===== config.mk =====
export PLATFORM = sky130hd
export DESIGN_NAME = dtoda_alarm_top
export DESIGN_NICKNAME = d
export VERILOG_FILES = /design/src/dtoda_pkg.sv /design/src/dtoda_i2c_slave.sv /design/src/dtoda_alarm_top.sv
export VERILOG_INCLUDE_DIRS = /design/src
export SDC_FILE = /design/constraint.sdc
export NUM_CORES = 1
export LEC_CHECK = 0
export ABC_CLOCK_PERIOD_IN_PS = 3700
export BUFFER_PORTS_ARGS = -buffer_cell sky130_fd_sc_hd__buf_2
export CORE_ASPECT_RATIO = 0.9
export CORE_MARGIN = 4
export CORE_UTILIZATION = 40
export DETAILED_ROUTE_END_ITERATION = 12
export GPL_ROUTABILITY_DRIVEN = 0
export HOLD_SLACK_MARGIN = 0.12
export PLACE_DENSITY_LB_ADDON = 0.15
export RECOVER_POWER = 25
export REMOVE_ABC_BUFFERS = 1
export SLEW_MARGIN = 20
export SYNTH_ARGS = -nofsm -noshare
export SYNTH_HDL_FRONTEND = slang
export SYNTH_SLANG_ARGS = --single-unit
export TNS_END_PERCENT = 100

===== constraint.sdc =====
create_clock -name sys_clk -period 3.7 [get_ports sys_clk]
set_input_delay 0.74 -clock sys_clk [delete_from_list [all_inputs] [get_ports sys_clk]]
set_output_delay 0.74 -clock sys_clk [all_outputs]
set_load 0.03 [all_outputs]

===== src/dtoda_map.svh =====
`ifndef DTODA_MAP_SVH
`define DTODA_MAP_SVH

// ------------------------------------------------------------
// register offsets
// ------------------------------------------------------------
`define DTODA_ADDR_SEC 8'h00
`define DTODA_ADDR_MIN 8'h01
`define DTODA_ADDR_HOUR 8'h02
`define DTODA_ADDR_WDAY 8'h03
`define DTODA_ADDR_MDAY 8'h04
`define DTODA_ADDR_TIME_LAST 8'h06
`define DTODA_ADDR_A1_SEC 8'h07
`define DTODA_ADDR_A1_MIN 8'h08
`define DTODA_ADDR_A1_HOUR 8'h09
`define DTODA_ADDR_A1_DD 8'h0a
`define DTODA_ADDR_A2_MIN 8'h0b
`define DTODA_ADDR_A2_HOUR 8'h0c
`define DTODA_ADDR_A2_DD 8'h0d
`define DTODA_ADDR_CTRL 8'h0e
`define DTODA_ADDR_STAT 8'h0f

// ------------------------------------------------------------
// alarm memory slots, counted from the first alarm register
// ------------------------------------------------------------
`define DTODA_ALARM_SLOTS 7
`define DTODA_SLOT_A1_SEC 3'h0
`define DTODA_SLOT_A1_MIN 3'h1
`define DTODA_SLOT_A1_HOUR 3'h2
`define DTODA_SLOT_A1_DD 3'h3
`define DTODA_SLOT_A2_MIN 3'h4
`define DTODA_SLOT_A2_HOUR 3'h5
`define DTODA_SLOT_A2_DD 3'h6

// ------------------------------------------------------------
// field positions
// ------------------------------------------------------------
`define DTODA_MASK_BIT 7
`define DTODA_DAYSEL_BIT 6
`define DTODA_CTRL_OSC_RUN_CONTROL_N 7
`define DTODA_CTRL_RS2 4
`define DTODA_CTRL_RS1 3
`define DTODA_CTRL_INTERRUPT_ROUTING_SELECT 2
`define DTODA_CTRL_SECOND_ALARM_IRQ_ENABLE 1
`define DTODA_CTRL_FIRST_ALARM_IRQ_ENABLE 0
`define DTODA_STAT_OSF 7
`define DTODA_STAT_A2F 1
`define DTODA_STAT_A1F 0

// ------------------------------------------------------------
// reset values, write masks, constants
// ------------------------------------------------------------
`define DTODA_CTRL_RESET 8'h1c
`define DTODA_CTRL_WMASK 8'h9f
`define DTODA_ALARM_RESET 8'h00
`define DTODA_OSF_RESET 1'h1
`define DTODA_ZERO_SEC 7'h00
`define DTODA_A1_ALL 4'hf
`define DTODA_A1_SEC_ONLY 4'he
`define DTODA_A1_MIN_SEC 4'hc
`define DTODA_A1_HMS 4'h8
`define DTODA_A1_NONE 4'h0
`define DTODA_A2_ALL 3'h7
`define DTODA_A2_MIN_ONLY 3'h6
`define DTODA_A2_HM 3'h4
`define DTODA_A2_NONE 3'h0
`define DTODA_SLAVE_ADDR 7'h68
`define DTODA_BITS_PER_BYTE 4'h8

`endif


===== src/dtoda_pkg.sv =====
package dtoda_pkg;
   // current time as presented by the counter chain
   typedef struct packed {
      logic [7:0] sec;
      logic [7:0] min;
      logic [7:0] hour;
      logic [7:0] wday;
      logic [7:0] mday;
   } dtoda_time_t;

   // one register write, from the serial slave or toward the counters
   typedef struct packed {
      logic valid;
      logic [7:0] addr;
      logic [7:0] data;
   } dtoda_wr_t;

   // serial slave states
   typedef enum logic [2:0] {
      SL_IDLE,
      SL_DEV,
      SL_ACK,
      SL_WR,
      SL_RD,
      SL_RACK
   } dtoda_sl_state_t;
endpackage


===== src/dtoda_i2c_slave.sv =====
`include "dtoda_map.svh"

module dtoda_i2c_slave #(
   parameter logic [6:0] SLAVE_ADDR = `DTODA_SLAVE_ADDR
) (
   input wire logic sys_clk,
   input wire logic rst_n,
   input wire logic sclIn,
   input wire logic sdaIn,
   output logic sdaOe,
   output dtoda_pkg::dtoda_wr_t regWr,
   output logic [7:0] rdAddr,
   input wire logic [7:0] rdData
);
   import dtoda_pkg::*;

   // the general call address would make the device answer everybody
   if (SLAVE_ADDR == 7'h00) begin : g_chk
      $error("slave address must not be the general call address");
   end

   logic sclS1, sclS2, sclP, sdaS1, sdaS2, sdaP;
   logic start, stop, sclRise, sclFall;
   dtoda_sl_state_t state;
   logic [3:0] bitCnt;
   logic [7:0] shReg, txSh, ptr, ptrInc;
   logic rw, firstByte, nack;

   // ------------------------------------------------------------
   // pin synchronisers
   // ------------------------------------------------------------
   // the third flop only serves the edge detect, never the first one
   always_ff @(posedge sys_clk) begin
      if (!rst_n) begin
         {sclS1, sclS2, sclP} <= 3'h7;
         {sdaS1, sdaS2, sdaP} <= 3'h7;
      end else begin
         {sclS1, sclS2, sclP} <= {sclIn, sclS1, sclS2};
         {sdaS1, sdaS2, sdaP} <= {sdaIn, sdaS1, sdaS2};
      end
   end

   assign start = sclS2 && sdaP && !sdaS2;
   assign stop = sclS2 && !sdaP && sdaS2;
   assign sclRise = sclS2 && !sclP;
   assign sclFall = !sclS2 && sclP;
   // pointer wraps from status back to seconds
   assign ptrInc = (ptr == `DTODA_ADDR_STAT) ? `DTODA_ADDR_SEC : ptr + 8'h01;
   assign rdAddr = ptr;

   // ------------------------------------------------------------
   // byte engine
   // ------------------------------------------------------------
   always_ff @(posedge sys_clk) begin
      if (!rst_n) begin
         state <= SL_IDLE;
         bitCnt <= 4'h0;
         shReg <= 8'h00;
         txSh <= 8'h00;
         ptr <= 8'h00;
         rw <= 1'b0;
         firstByte <= 1'b1;
         nack <= 1'b0;
         sdaOe <= 1'b0;
         regWr <= '0;
      end else begin
         regWr.valid <= 1'b0;
         if (start) begin
            state <= SL_DEV;
            bitCnt <= 4'h0;
            firstByte <= 1'b1;
            sdaOe <= 1'b0;
         end else if (stop) begin
            state <= SL_IDLE;
            sdaOe <= 1'b0;
         end else if (sclRise) begin
            if (state == SL_DEV || state == SL_WR) begin
               shReg <= {shReg[6:0], sdaS2};
               bitCnt <= bitCnt + 4'h1;
            end else if (state == SL_RD) begin
               bitCnt <= bitCnt + 4'h1;
            end else if (state == SL_RACK) begin
               nack <= sdaS2;
            end
         end else if (sclFall) begin
            case (state)
               SL_DEV: begin
                  if (bitCnt == `DTODA_BITS_PER_BYTE) begin
                     if (shReg[7:1] == SLAVE_ADDR) begin
                        rw <= shReg[0];
                        sdaOe <= 1'b1;
                        state <= SL_ACK;
                     end else begin
                        state <= SL_IDLE;
                     end
                  end
               end
               SL_WR: begin
                  if (bitCnt == `DTODA_BITS_PER_BYTE) begin
                     sdaOe <= 1'b1;
                     state <= SL_ACK;
                     firstByte <= 1'b0;
                     if (firstByte) begin
                        ptr <= shReg;
                     end else begin
                        regWr <= '{valid: 1'b1, addr: ptr, data: shReg};
                        ptr <= ptrInc;
                     end
                  end
               end
               SL_ACK, SL_RACK: begin
                  bitCnt <= 4'h0;
                  if (state == SL_RACK && nack) begin
                     sdaOe <= 1'b0;
                     state <= SL_IDLE;
                  end else if (rw) begin
                     // fetch at the ack fall so the first bit meets setup
                     txSh <= rdData;
                     sdaOe <= !rdData[7];
                     ptr <= ptrInc;
                     state <= SL_RD;
                  end else begin
                     sdaOe <= 1'b0;
                     state <= SL_WR;
                  end
               end
               SL_RD: begin
                  if (bitCnt == `DTODA_BITS_PER_BYTE) begin
                     sdaOe <= 1'b0;
                     state <= SL_RACK;
                  end else begin
                     txSh <= {txSh[6:0], 1'b0};
                     sdaOe <= !txSh[6];
                  end
               end
               default: begin
                  sdaOe <= 1'b0;
               end
            endcase
         end
      end
   end
endmodule


===== src/dtoda_alarm_top.sv =====
// Summary of operation
// - bit 7 of each alarm register masks that field out of the compare.
// - with no masks set, alarm 1 needs time registers 00h to 02h plus 03h or 04h per the day/date bit to match.
// - day/date bit 6 picks date of month at 0, weekday at 1.
// - a match sets that alarm's flag bit in the status register.
// - a set flag with its enable drives the assigned interrupt pin.
// - matches are checked only on the once-per-second update.
// - routing bit chooses separate interrupt pins or one shared pin.
// - alarm 1 with all masks set fires every second.
// - alarm 1 with only seconds unmasked fires when seconds match.
// - alarm 1 with seconds and minutes unmasked needs both to match.
// - alarm 1 with only day/date masked needs hours, minutes, seconds.
// - alarm 1 unmasked needs time plus date or weekday per selector.
// - alarm 2 fully masked fires once a minute at zero seconds.
// - alarm 2 with only minutes unmasked fires when minutes match.
// - alarm 2 with day/date masked needs hours and minutes to match.
// - alarm 2 unmasked needs hours, minutes and date or weekday.
// - hour format bit: 0 is 24-hour, 1 is 12-hour with am/pm.
`include "dtoda_map.svh"

module dtoda_alarm_top #(
   parameter logic [6:0] SLAVE_ADDR = `DTODA_SLAVE_ADDR
) (
   input wire logic sys_clk,
   input wire logic rst_n,
   input wire logic sclIn,
   input wire logic sdaIn,
   output logic sdaOut,
   output logic sdaOe,
   input wire dtoda_pkg::dtoda_time_t curTime,
   input wire logic secondTick,
   input wire logic squareWave,
   input wire logic oscHaltedIn,
   output dtoda_pkg::dtoda_wr_t timeWrite,
   output logic oscRunControlN,
   output logic waveRateSelHi,
   output logic waveRateSelLo,
   output logic primaryIrqOutN,
   output logic waveOrSecondaryIrqOutN
);
   import dtoda_pkg::*;

   logic [7:0] alarmMem [0:`DTODA_ALARM_SLOTS-1];
   logic [7:0] ctrl_reg;
   logic firstAlarmFlag_reg, secondAlarmFlag_reg, oscHaltedFlag_reg;
   logic oscS1, oscS2;
   logic sdaOeSlave;
   dtoda_wr_t regWr;
   logic [7:0] rdAddr, rdData;
   logic [2:0] wrSlot, rdSlot;
   logic statWrite;

   // ------------------------------------------------------------
   // serial register access
   // ------------------------------------------------------------
   dtoda_i2c_slave #(
      .SLAVE_ADDR(SLAVE_ADDR)
   ) u_slave (
      .sys_clk(sys_clk),
      .rst_n(rst_n),
      .sclIn(sclIn),
      .sdaIn(sdaIn),
      .sdaOe(sdaOeSlave),
      .regWr(regWr),
      .rdAddr(rdAddr),
      .rdData(rdData)
   );

   // open drain: the pin only ever pulls low
   assign sdaOut = 1'b0;
   assign sdaOe = sdaOeSlave; // straight from the slave's flop

   assign wrSlot = 3'(regWr.addr - `DTODA_ADDR_A1_SEC);
   assign rdSlot = 3'(rdAddr - `DTODA_ADDR_A1_SEC);
   assign statWrite = regWr.valid && (regWr.addr == `DTODA_ADDR_STAT);

   // ------------------------------------------------------------
   // alarm register storage
   // ------------------------------------------------------------
   // reset to zero so a fresh part never fires on garbage settings
   always_ff @(posedge sys_clk) begin
      if (!rst_n) begin
         for (int i = 0; i < `DTODA_ALARM_SLOTS; i++) begin
            alarmMem[i] <= `DTODA_ALARM_RESET;
         end
      end else if (regWr.valid && regWr.addr >= `DTODA_ADDR_A1_SEC &&
                   regWr.addr <= `DTODA_ADDR_A2_DD) begin
         alarmMem[wrSlot] <= regWr.data;
      end
   end

   // control register; unused bits are held at zero
   always_ff @(posedge sys_clk) begin
      if (!rst_n) begin
         ctrl_reg <= `DTODA_CTRL_RESET;
      end else if (regWr.valid && regWr.addr == `DTODA_ADDR_CTRL) begin
         ctrl_reg <= regWr.data & `DTODA_CTRL_WMASK;
      end
   end

   // time writes are handed to the counter chain, which owns those registers
   always_ff @(posedge sys_clk) begin
      if (!rst_n) begin
         timeWrite <= '0;
      end else begin
         timeWrite.valid <= regWr.valid && (regWr.addr <= `DTODA_ADDR_TIME_LAST);
         timeWrite.addr <= regWr.addr;
         timeWrite.data <= regWr.data;
      end
   end

   // ------------------------------------------------------------
   // read multiplexer
   // ------------------------------------------------------------
   // month and year live outside this block and read as zero here
   always_comb begin
      rdData = 8'h00;
      case (rdAddr)
         `DTODA_ADDR_SEC: rdData = curTime.sec;
         `DTODA_ADDR_MIN: rdData = curTime.min;
         `DTODA_ADDR_HOUR: rdData = curTime.hour;
         `DTODA_ADDR_WDAY: rdData = curTime.wday;
         `DTODA_ADDR_MDAY: rdData = curTime.mday;
         `DTODA_ADDR_CTRL: rdData = ctrl_reg;
         `DTODA_ADDR_STAT: begin
            rdData[`DTODA_STAT_OSF] = oscHaltedFlag_reg;
            rdData[`DTODA_STAT_A2F] = secondAlarmFlag_reg;
            rdData[`DTODA_STAT_A1F] = firstAlarmFlag_reg;
         end
         default: begin
            if (rdAddr >= `DTODA_ADDR_A1_SEC && rdAddr <= `DTODA_ADDR_A2_DD) begin
               rdData = alarmMem[rdSlot];
            end
         end
      endcase
   end

   // ------------------------------------------------------------
   // alarm comparison
   // ------------------------------------------------------------
   logic [7:0] a1Sec, a1Min, a1Hour, a1Dd, a2Min, a2Hour, a2Dd;
   logic [3:0] firstMasks;
   logic [2:0] secondMasks;
   logic a1SecEq, a1MinEq, a1HourEq, a1DdEq, a2MinEq, a2HourEq, a2DdEq;
   logic a1PatOk, a2PatOk, a1Hit, a2Hit, secZero;

   // day/date field: selector picks weekday or date of month
   function automatic logic ddMatch(input logic [7:0] alarm, input dtoda_time_t t);
      ddMatch = alarm[`DTODA_DAYSEL_BIT] ? (alarm[5:0] == t.wday[5:0]) :
                                           (alarm[5:0] == t.mday[5:0]);
   endfunction

   assign a1Sec = alarmMem[`DTODA_SLOT_A1_SEC];
   assign a1Min = alarmMem[`DTODA_SLOT_A1_MIN];
   assign a1Hour = alarmMem[`DTODA_SLOT_A1_HOUR];
   assign a1Dd = alarmMem[`DTODA_SLOT_A1_DD];
   assign a2Min = alarmMem[`DTODA_SLOT_A2_MIN];
   assign a2Hour = alarmMem[`DTODA_SLOT_A2_HOUR];
   assign a2Dd = alarmMem[`DTODA_SLOT_A2_DD];

   // mask bits pulled from the top bit of each alarm field
   assign firstMasks = {a1Dd[`DTODA_MASK_BIT], a1Hour[`DTODA_MASK_BIT],
                        a1Min[`DTODA_MASK_BIT], a1Sec[`DTODA_MASK_BIT]};
   assign secondMasks = {a2Dd[`DTODA_MASK_BIT], a2Hour[`DTODA_MASK_BIT],
                         a2Min[`DTODA_MASK_BIT]};

   // field compares; the hour compare includes the 12/24 bit and am/pm,
   // so a mismatched hour system simply never matches
   assign a1SecEq = a1Sec[6:0] == curTime.sec[6:0];
   assign a1MinEq = a1Min[6:0] == curTime.min[6:0];
   assign a1HourEq = a1Hour[6:0] == curTime.hour[6:0];
   assign a1DdEq = ddMatch(a1Dd, curTime);
   assign a2MinEq = a2Min[6:0] == curTime.min[6:0];
   assign a2HourEq = a2Hour[6:0] == curTime.hour[6:0];
   assign a2DdEq = ddMatch(a2Dd, curTime);
   assign secZero = curTime.sec[6:0] == `DTODA_ZERO_SEC;

   // only the listed mask patterns raise an alarm; the rest are ignored
   always_comb begin
      case (firstMasks)
         `DTODA_A1_ALL: a1PatOk = 1'b1;
         `DTODA_A1_SEC_ONLY: a1PatOk = 1'b1;
         `DTODA_A1_MIN_SEC: a1PatOk = 1'b1;
         `DTODA_A1_HMS: a1PatOk = 1'b1;
         `DTODA_A1_NONE: a1PatOk = 1'b1;
         default: a1PatOk = 1'b0;
      endcase
   end

   always_comb begin
      case (secondMasks)
         `DTODA_A2_ALL: a2PatOk = 1'b1;
         `DTODA_A2_MIN_ONLY: a2PatOk = 1'b1;
         `DTODA_A2_HM: a2PatOk = 1'b1;
         `DTODA_A2_NONE: a2PatOk = 1'b1;
         default: a2PatOk = 1'b0;
      endcase
   end

   // a set mask bit forces its field to count as matched
   assign a1Hit = a1PatOk && (firstMasks[0] || a1SecEq) && (firstMasks[1] || a1MinEq) &&
                  (firstMasks[2] || a1HourEq) && (firstMasks[3] || a1DdEq);
   // alarm 2 has no seconds field, so it always waits for second zero
   assign a2Hit = a2PatOk && secZero && (secondMasks[0] || a2MinEq) &&
                  (secondMasks[1] || a2HourEq) && (secondMasks[2] || a2DdEq);

   // ------------------------------------------------------------
   // status flags
   // ------------------------------------------------------------
   // compare only on the update strobe; a continuous compare would
   // refire on every clock while the seconds value stands
   always_ff @(posedge sys_clk) begin
      if (!rst_n) begin
         firstAlarmFlag_reg <= 1'b0;
      end else if (secondTick && a1Hit) begin
         firstAlarmFlag_reg <= 1'b1;
      end else if (statWrite && !regWr.data[`DTODA_STAT_A1F]) begin
         firstAlarmFlag_reg <= 1'b0;
      end
   end

   // writing one leaves the flag as it is; set beats a same-cycle clear
   always_ff @(posedge sys_clk) begin
      if (!rst_n) begin
         secondAlarmFlag_reg <= 1'b0;
      end else if (secondTick && a2Hit) begin
         secondAlarmFlag_reg <= 1'b1;
      end else if (statWrite && !regWr.data[`DTODA_STAT_A2F]) begin
         secondAlarmFlag_reg <= 1'b0;
      end
   end

   // oscillator stop indication comes from the analogue side: synchronise it
   always_ff @(posedge sys_clk) begin
      if (!rst_n) begin
         oscS1 <= 1'b0;
         oscS2 <= 1'b0;
      end else begin
         oscS1 <= oscHaltedIn;
         oscS2 <= oscS1;
      end
   end

   // flagged at reset since time cannot be trusted until software checks it
   always_ff @(posedge sys_clk) begin
      if (!rst_n) begin
         oscHaltedFlag_reg <= `DTODA_OSF_RESET;
      end else if (oscS2) begin
         oscHaltedFlag_reg <= 1'b1;
      end else if (statWrite && !regWr.data[`DTODA_STAT_OSF]) begin
         oscHaltedFlag_reg <= 1'b0;
      end
   end

   // ------------------------------------------------------------
   // interrupt and control outputs
   // ------------------------------------------------------------
   logic firstIrq, secondIrq, interrupt_routing_select;
   assign firstIrq = firstAlarmFlag_reg && ctrl_reg[`DTODA_CTRL_FIRST_ALARM_IRQ_ENABLE];
   assign secondIrq = secondAlarmFlag_reg && ctrl_reg[`DTODA_CTRL_SECOND_ALARM_IRQ_ENABLE];
   assign interrupt_routing_select = ctrl_reg[`DTODA_CTRL_INTERRUPT_ROUTING_SELECT];

   // routing 1: each alarm on its own pin; routing 0: both share the
   // primary pin and the secondary pin carries the square wave
   always_ff @(posedge sys_clk) begin
      if (!rst_n) begin
         primaryIrqOutN <= 1'b1;
         waveOrSecondaryIrqOutN <= 1'b1;
      end else begin
         primaryIrqOutN <= !(firstIrq || (!interrupt_routing_select && secondIrq));
         waveOrSecondaryIrqOutN <= interrupt_routing_select ? !secondIrq : squareWave;
      end
   end

   always_ff @(posedge sys_clk) begin
      if (!rst_n) begin
         oscRunControlN <= 1'b0;
         waveRateSelHi <= 1'b0;
         waveRateSelLo <= 1'b0;
      end else begin
         oscRunControlN <= ctrl_reg[`DTODA_CTRL_OSC_RUN_CONTROL_N];
         waveRateSelHi <= ctrl_reg[`DTODA_CTRL_RS2];
         waveRateSelLo <= ctrl_reg[`DTODA_CTRL_RS1];
      end
   end

   // ------------------------------------------------------------
   // checks
   // ------------------------------------------------------------
   AST_FLAG1_ON_MATCH: assert property (@(posedge sys_clk) disable iff (!rst_n)
      secondTick && a1Hit |=> firstAlarmFlag_reg)
      else $error("alarm 1 match did not set its flag");

   AST_FLAG_ONLY_ON_TICK: assert property (@(posedge sys_clk) disable iff (!rst_n)
      $rose(firstAlarmFlag_reg) || $rose(secondAlarmFlag_reg) |-> $past(secondTick))
      else $error("alarm flag rose without a second update");

   AST_PRIMARY_IRQ: assert property (@(posedge sys_clk) disable iff (!rst_n)
      firstAlarmFlag_reg && ctrl_reg[`DTODA_CTRL_FIRST_ALARM_IRQ_ENABLE] |=> !primaryIrqOutN)
      else $error("primary interrupt not asserted for alarm 1");

   AST_SEPARATE_ROUTE: assert property (@(posedge sys_clk) disable iff (!rst_n)
      interrupt_routing_select && secondIrq && !firstIrq |=> !waveOrSecondaryIrqOutN && primaryIrqOutN)
      else $error("alarm 2 not routed to its own pin");

   AST_COMMON_ROUTE: assert property (@(posedge sys_clk) disable iff (!rst_n)
      !interrupt_routing_select && secondIrq |=> !primaryIrqOutN ##0 waveOrSecondaryIrqOutN == $past(squareWave))
      else $error("shared routing wrong");

   AST_EVERY_SECOND: assert property (@(posedge sys_clk) disable iff (!rst_n)
      secondTick && firstMasks == `DTODA_A1_ALL |=> firstAlarmFlag_reg)
      else $error("fully masked alarm 1 did not fire");

   AST_SECONDS_MATCH: assert property (@(posedge sys_clk) disable iff (!rst_n)
      secondTick && firstMasks == `DTODA_A1_SEC_ONLY && a1SecEq |=> firstAlarmFlag_reg)
      else $error("alarm 1 seconds match missed");

   AST_A2_ZERO_SECONDS: assert property (@(posedge sys_clk) disable iff (!rst_n)
      $rose(secondAlarmFlag_reg) |-> $past(curTime.sec[6:0]) == `DTODA_ZERO_SEC)
      else $error("alarm 2 fired away from zero seconds");

   AST_FLAG_HOLDS: assert property (@(posedge sys_clk) disable iff (!rst_n)
      firstAlarmFlag_reg && !(statWrite && !regWr.data[`DTODA_STAT_A1F])
      |=> firstAlarmFlag_reg)
      else $error("alarm 1 flag dropped without a clearing write");

   AST_UNMASKED_DATE: assert property (@(posedge sys_clk) disable iff (!rst_n)
      secondTick && firstMasks == `DTODA_A1_NONE && !a1DdEq && !firstAlarmFlag_reg
      |=> !firstAlarmFlag_reg)
      else $error("alarm 1 fired without day or date match");
endmodule


== Word-level counts from Yosys, hierarchy flattened ==
Memory sizes are Yosys's and may differ from the RTL's.
Cells that the tools add are included.

* Bitwise logic cells: 10
* $add $sub $neg: 4
* $lt $le $gt $ge: 5
* Reduce and logical (&&, ||, !) cells: 82
* Equal/unequal tests: 43
* Muxes and demuxes: 54

{| class="wikitable"
|+ Operators by type and width
! kind !! number
|-
| 8-bit two-way mux || 7
|-
| 7-bit == test || 5
|-
| 5-bit one-hot mux with 7 select lines || 1
|-
| 8-bit by 4-bit == test with 1-bit output, second input constant || 4
|-
| 1-bit logical AND || 29
|-
| 6-bit == test || 4
|-
| 1-bit two-way mux || 24
|-
| 7-bit two-way mux || 3
|-
| 4-bit == test, second input constant || 5
|-
| 4-bit two-way mux || 5
|-
| 3-bit two-way mux || 6
|-
| 6-bit AND reduction || 3
|-
| 17-bit two-way mux || 1
|-
| 8-bit by 2-bit == test with 1-bit output, second input constant || 2
|-
| 8-bit by 3-bit >= comparator with 1-bit output, second input constant || 2
|-
| 8-bit by 4-bit less-or-equal comparator with 1-bit output, second input constant || 2
|-
| 8-bit one-hot mux with 2 select lines || 1
|-
| 8-bit AND reduction || 2
|-
| 3-bit == test, second input constant || 5
|-
| 2-bit one-hot mux with 7 select lines || 1
|-
| 7-bit one-hot mux with 2 select lines || 1
|-
| 7-bit AND reduction || 2
|-
| 1-bit logical NOT || 12
|-
| 2-bit != test, second input constant || 6
|-
| other kinds (35) || 65
|}

* Memories kept: 1
* Bits of input ports: 47
* Register bits after elaboration: 90
* Memory bits (writable): 56

{| class="wikitable"
|+ Memory list
! name !! words !! bits a word !! rd ports !! clocked after memory_dff !! write ports !! line !! text
|-
| alarmMem || 7 || 8 || 8 || 0 || 7 || dtoda_alarm_top.sv:43 || <nowiki>logic [7:0] alarmMem [0:`DTODA_ALARM_SLOTS-1];</nowiki>
|}

== Logic depth before layout (Yosys ltp) ==
An unclocked memory read counts as a cell.

* Word-level depth: 10
* Mapped depth: 10

== Cells and area by module ==
Synthesis repeated with hierarchy kept, for this count alone.

* Cells, all modules: 807
* Area, all modules: 8070.2 µm²

{| class="wikitable"
|+ By module, submodules not included
! module !! seq. area each (µm²) !! cells each !! area an instance (µm²) !! times used
|-
| dtoda_alarm_top || 2502.4 || 477 || 5292.6 || 1
|-
| dtoda_i2c_slave || 1141.1 || 330 || 2777.7 || 1
|}

== Worst setup path after synthesis ==
OpenSTA, ideal clock, no wires.

* Kind: register -> register
* Start point: register u_slave.ptr[0] (netlist: u_slave.rdAddr[0])
* End point: register u_slave.txSh[6]
* Setup time: 132 ps
* Cell stages (with the launch flop): 10
* Path buffers: 3
* Setup slack: 819 ps
* Arrival: 2748 ps
* Required time: 3568 ps
* Period minus slack after synthesis: 2881 ps
* Cell sequence: dfxtp_1 > buf_4 > buf_2 > inv_1 > ha_1 > buf_2 > mux4_1 > mux2_2 > a2111oi_1 > o32ai_1

* Word-level cells in the longest chain between the ends: 7
* Elaborated cells between the ends (all ways): 17
* Classes of those cells: 1 x add/sub; 2 x order compare; 6 x eq/ne; 5 x mux; 2 x reduce/logical; 1 x memory

{| class="wikitable"
|+ Ends and longest elaborated chain
! item !! line !! text
|-
| start: declaration || dtoda_i2c_slave.sv:26 || <nowiki>logic [7:0] shReg, txSh, ptr, ptrInc;</nowiki>
|-
| start signal: assignment || dtoda_i2c_slave.sv:104 || <nowiki>ptr <= shReg;</nowiki>
|-
| start signal: assignment || dtoda_i2c_slave.sv:107 || <nowiki>ptr <= ptrInc;</nowiki>
|-
| start signal: assignment || dtoda_i2c_slave.sv:120 || <nowiki>ptr <= ptrInc;</nowiki>
|-
| 3-bit subtractor (no source line), or another cell as far along || n/a ||
|-
| memory 7 x 8 bit / 1-bit logical AND (equally long branches) || n/a ||
|-
| 8-bit two-way mux || dtoda_alarm_top.sv:131 || <nowiki>if (rdAddr >= `DTODA_ADDR_A1_SEC && rdAddr <= `DTODA_ADDR_A2_DD) begin</nowiki>
|-
| 5-bit one-hot mux with 7 select lines * || dtoda_alarm_top.sv:118 || <nowiki>case (rdAddr)</nowiki>
|-
| 7-bit two-way mux * || dtoda_i2c_slave.sv:116 || <nowiki>end else if (rw) begin</nowiki>
|-
| 7-bit two-way mux * || dtoda_i2c_slave.sv:113 || <nowiki>if (state == SL_RACK && nack) begin</nowiki>
|-
| 7-bit one-hot mux with 2 select lines * || dtoda_i2c_slave.sv:86 || <nowiki>case (state)</nowiki>
|-
| end signal: assignment || dtoda_i2c_slave.sv:118 || <nowiki>txSh <= rdData;</nowiki>
|-
| end signal: assignment || dtoda_i2c_slave.sv:132 || <nowiki>txSh <= {txSh[6:0], 1'b0};</nowiki>
|-
| end: declaration || dtoda_i2c_slave.sv:26 ||
|}

Every way passes the cells marked *; elsewhere a longest branch is shown, timed or not. The select of a mux whose other input is x is not followed.
A chain may end at the register's enable or synchronous reset.

== Worst setup path after layout ==
* Start point: input port rst_n
* End point: register u_slave.bitCnt[2]

* Word-level cells in the longest chain between the ends: 2

{| class="wikitable"
|+ Ends and longest elaborated chain
! item !! line !! text
|-
| start: declaration || dtoda_alarm_top.sv:25 || <nowiki>input wire logic rst_n,</nowiki>
|-
| 1-bit NOT (no source line) || n/a ||
|-
| 2-bit OR reduction (no source line) || n/a ||
|-
| end signal: assignment || dtoda_i2c_slave.sv:79 || <nowiki>bitCnt <= bitCnt + 4'h1;</nowiki>
|-
| end signal: assignment || dtoda_i2c_slave.sv:81 || <nowiki>bitCnt <= bitCnt + 4'h1;</nowiki>
|-
| end: declaration || dtoda_i2c_slave.sv:25 || <nowiki>logic [3:0] bitCnt;</nowiki>
|}

No other way between the ends.

==> flow_summary.toml <==
[outcome]
outcome = "finished, violations left"
violations = "max-capacitance violations, max-slew violations"

[cells_and_area]
layout_commonest_cell = "dfxtp_1"
nNetsFinal = 862
largestRegisters = "alarmMem (64), timeWrite (17), u_slave.regWr (17)"
drive_gt1_frac = 0.146
regMostFlops = "alarmMem"
largest_reg_flops = 64
final_cell_mix = "dfxtp_1 (98), nor2_1 (90), edfxtp_1 (56), mux2i_1 (52), nand2_1 (50)"
fin_util = 0.461
syn_to_final_growth_pct = 12.9
n_antenna_cell = 0

[setup_path]
critical_path.slowest_cell = "clkbuf_1"
cp.depth = 5
cp_slowest_stage_delay_ns = 1.01
r2r_start = "u_slave.rdAddr[1]"
r2r_cells = 8
worst_setup_path_end_kind = "flop"
critical_path.top_delay_family = "buffers and inverters"
path_cells = "clkbuf_1 -> clkbuf_1 -> o21ai_0 -> or2_2 -> nor2_1"
cp.arrival_ns = 3.21
r2r-end = "u_slave.sdaOe"
r2r_slack_ns = 0.95
worst-path-buf-inv = 2
critical_path.endpoint = "u_slave.bitCnt[2]"
cp_max_fo = 25
cp-startpoint = "rst_n"
crit_path_start_kind = "input pin"
worstSetupPathType = "in2reg"
cp_data_required_time_ns = 4.07
crit_top_cell = "clkbuf_1"

[placed_design]
portBuffers = 69
dp_hpwl_um = 18800

[global_routing]
antenna_found_initial = 0
grt_busiest_layer = "met2"
grt-ovfl-total = 0
grt_max_degree = 39
met3_usage = 0.0516
grtUsageMet1 = 0.317
grt_use_met2 = 0.344
first_global_vias = 6261
gr-usage-all-layers = 0.227
grt_pass1_wl_um = 37500

[synth]
synth_cell_types = 81
syn_inst = 752
yosysWarnings = 0
synth_area_per_cell_um2 = 10.5
synth_top_cell_by_area = "dfxtp_1"
ys_seq_elements = 154
synth_ff_type = "dfxtp_1"
netlist_area_um2 = 7870
seq_area_frac_synth = 0.463
synth_async_sr_flop_share = 0
synth_top_area_frac = 0.249
synth_edf_count = 56
yosys-top-cells-area = "dfxtp_1 (25%), edfxtp_1 (21%), mux2i_1 (6.6%), mux4_2 (4.3%), nor2_1 (4.3%)"

[detailed_routing]
drtAntennaViolNets = 0
vias = 6392
drt_iter0_drc = 803
routed_wl_um = 25000
drc_errors = 0
via_per_inst = 5.99
wl_per_cell_um = 23.4
drt-pass1-iter-count = 5

[timing]
hold_viol = 0
rsz0062_at_grt = "false"
skew_ns = 0.0183
fin_crit_sh = 0.769
worstMarginPinSlew_ns = 1.88
fin_crit_ns = 2.85
setup_viol = 0
clock.fmax_mhz = 351
relSlewSlack = -0.254
tns_ns = 0
drv_slew = 39

[die]
chipHeight_um = 141
row_count = 48
core_um2 = 19300
die_w_um = 156
num_io_pins = 71
die_area_um2 = 22000
initial_core_util = 0.408

[flow_run]
drv_cap = 1

[clock_network]
cts_tree = "yes"
insertion_delay_ns = 0.44
cts_max_path_buffers = 2
htree_levels = 4
cts-root-buf = "clkbuf_16"
cts_sinks = 154
postCtsHoldBufs = 0
cts_resized = 0
postCtsSetupBuffers = 0
cts_buffers = 17
clkTransAtPathRegs_ns = 0.06

[power_and_ir_drop]
p_leak_nw = 3.24
power_density_nw_per_um2 = 428
vdd_drop_max_mv = 0.287

[min_path]
min_path_type = "reg2reg"
==> kinds of logic after synthesis <==
group	Yosys count	share of synthesized area
compound gates	124	0.119
xor+xnor	53	0.0599
fa+ha+maj	11	0.0175
buf+inv	68	0.0450
flops	154	0.463
mux	77	0.125
other cells	1	0.000476
simple gates	264	0.171
==> metal layers <==
layer / wire length (um) / vias to the layer above
met5: 0 / -
met4: 792 / 0
met3: 2020 / 64
met2: 11200 / 331
met1: 11000 / 3130
li1: - / 2867
==> synthesized netlist by cell type (all sizes together), types with 8 or more instances <==
cell and count:
xor2 37, nand2b 11, buf 16, mux2 9, mux2i 52, and2 16
xnor2 16, nand2 50, ha 11, nand3 8, o21ai 19, dfxtp 98
a221oi 11, a22oi 9, nor4 17, edfxtp 56, nor3 23, clkbuf 28
nor2 91, a21oi 24, mux4 16, a22o 12, inv 23
==> per-stage QoR <==
step / std cells / power, mW / setup slack [ns] / hold slack (ns) / instance area (um2)
after floorplan: 707 / 1.92 / 0.368 / 0.386 / 7600
after global placement: 1035 / 2.02 / 1.06 / 0.391 / 8330
after detailed placement: 1035 / 2.02 / 0.992 / 0.391 / 8330
after CTS: 1067 / 3.82 / 0.974 / 0.407 / 8930
after global routing: 1067 / 3.91 / 0.492 / 0.437 / 8890
final: 1067 / 3.80 / 0.854 / 0.404 / 8890
==> report_power, final <==
part	internal, mW	switching, mW
sequential	1.78	0.0318
combinational	0.0726	0.109
clock	1.07	0.743
==> worst min path at each step <==
stage / start / to / slack, ns / cells past startpoint
2_1_floorplan: u_slave.sclS1 / u_slave.sclS2 / 0.39 / 1
3_3_place_gp: u_slave.sdaS1 / u_slave.sdaS2 / 0.39 / 1
3_5_place_dp: u_slave.sclS1 / u_slave.sclS2 / 0.39 / 1
4_1_cts: u_slave.sclS1 / u_slave.sclS2 / 0.41 / 1
5_1_grt: u_slave.sclS1 / u_slave.sclS2 / 0.44 / 1
6_report: u_slave.sclS1 / u_slave.sclS2 / 0.40 / 1
==> cell type report <==
class                   instances  area (um2)
inverters                      23        86.3
clock buffers                  20         437
well taps                     250         313
flip-flops and latches        154        3640
multi-input cells             530        3870
fillers                      1844       10400
clock inverters                12         163
repair buffers                 78         372
Power figures use the tool's default switching activity.
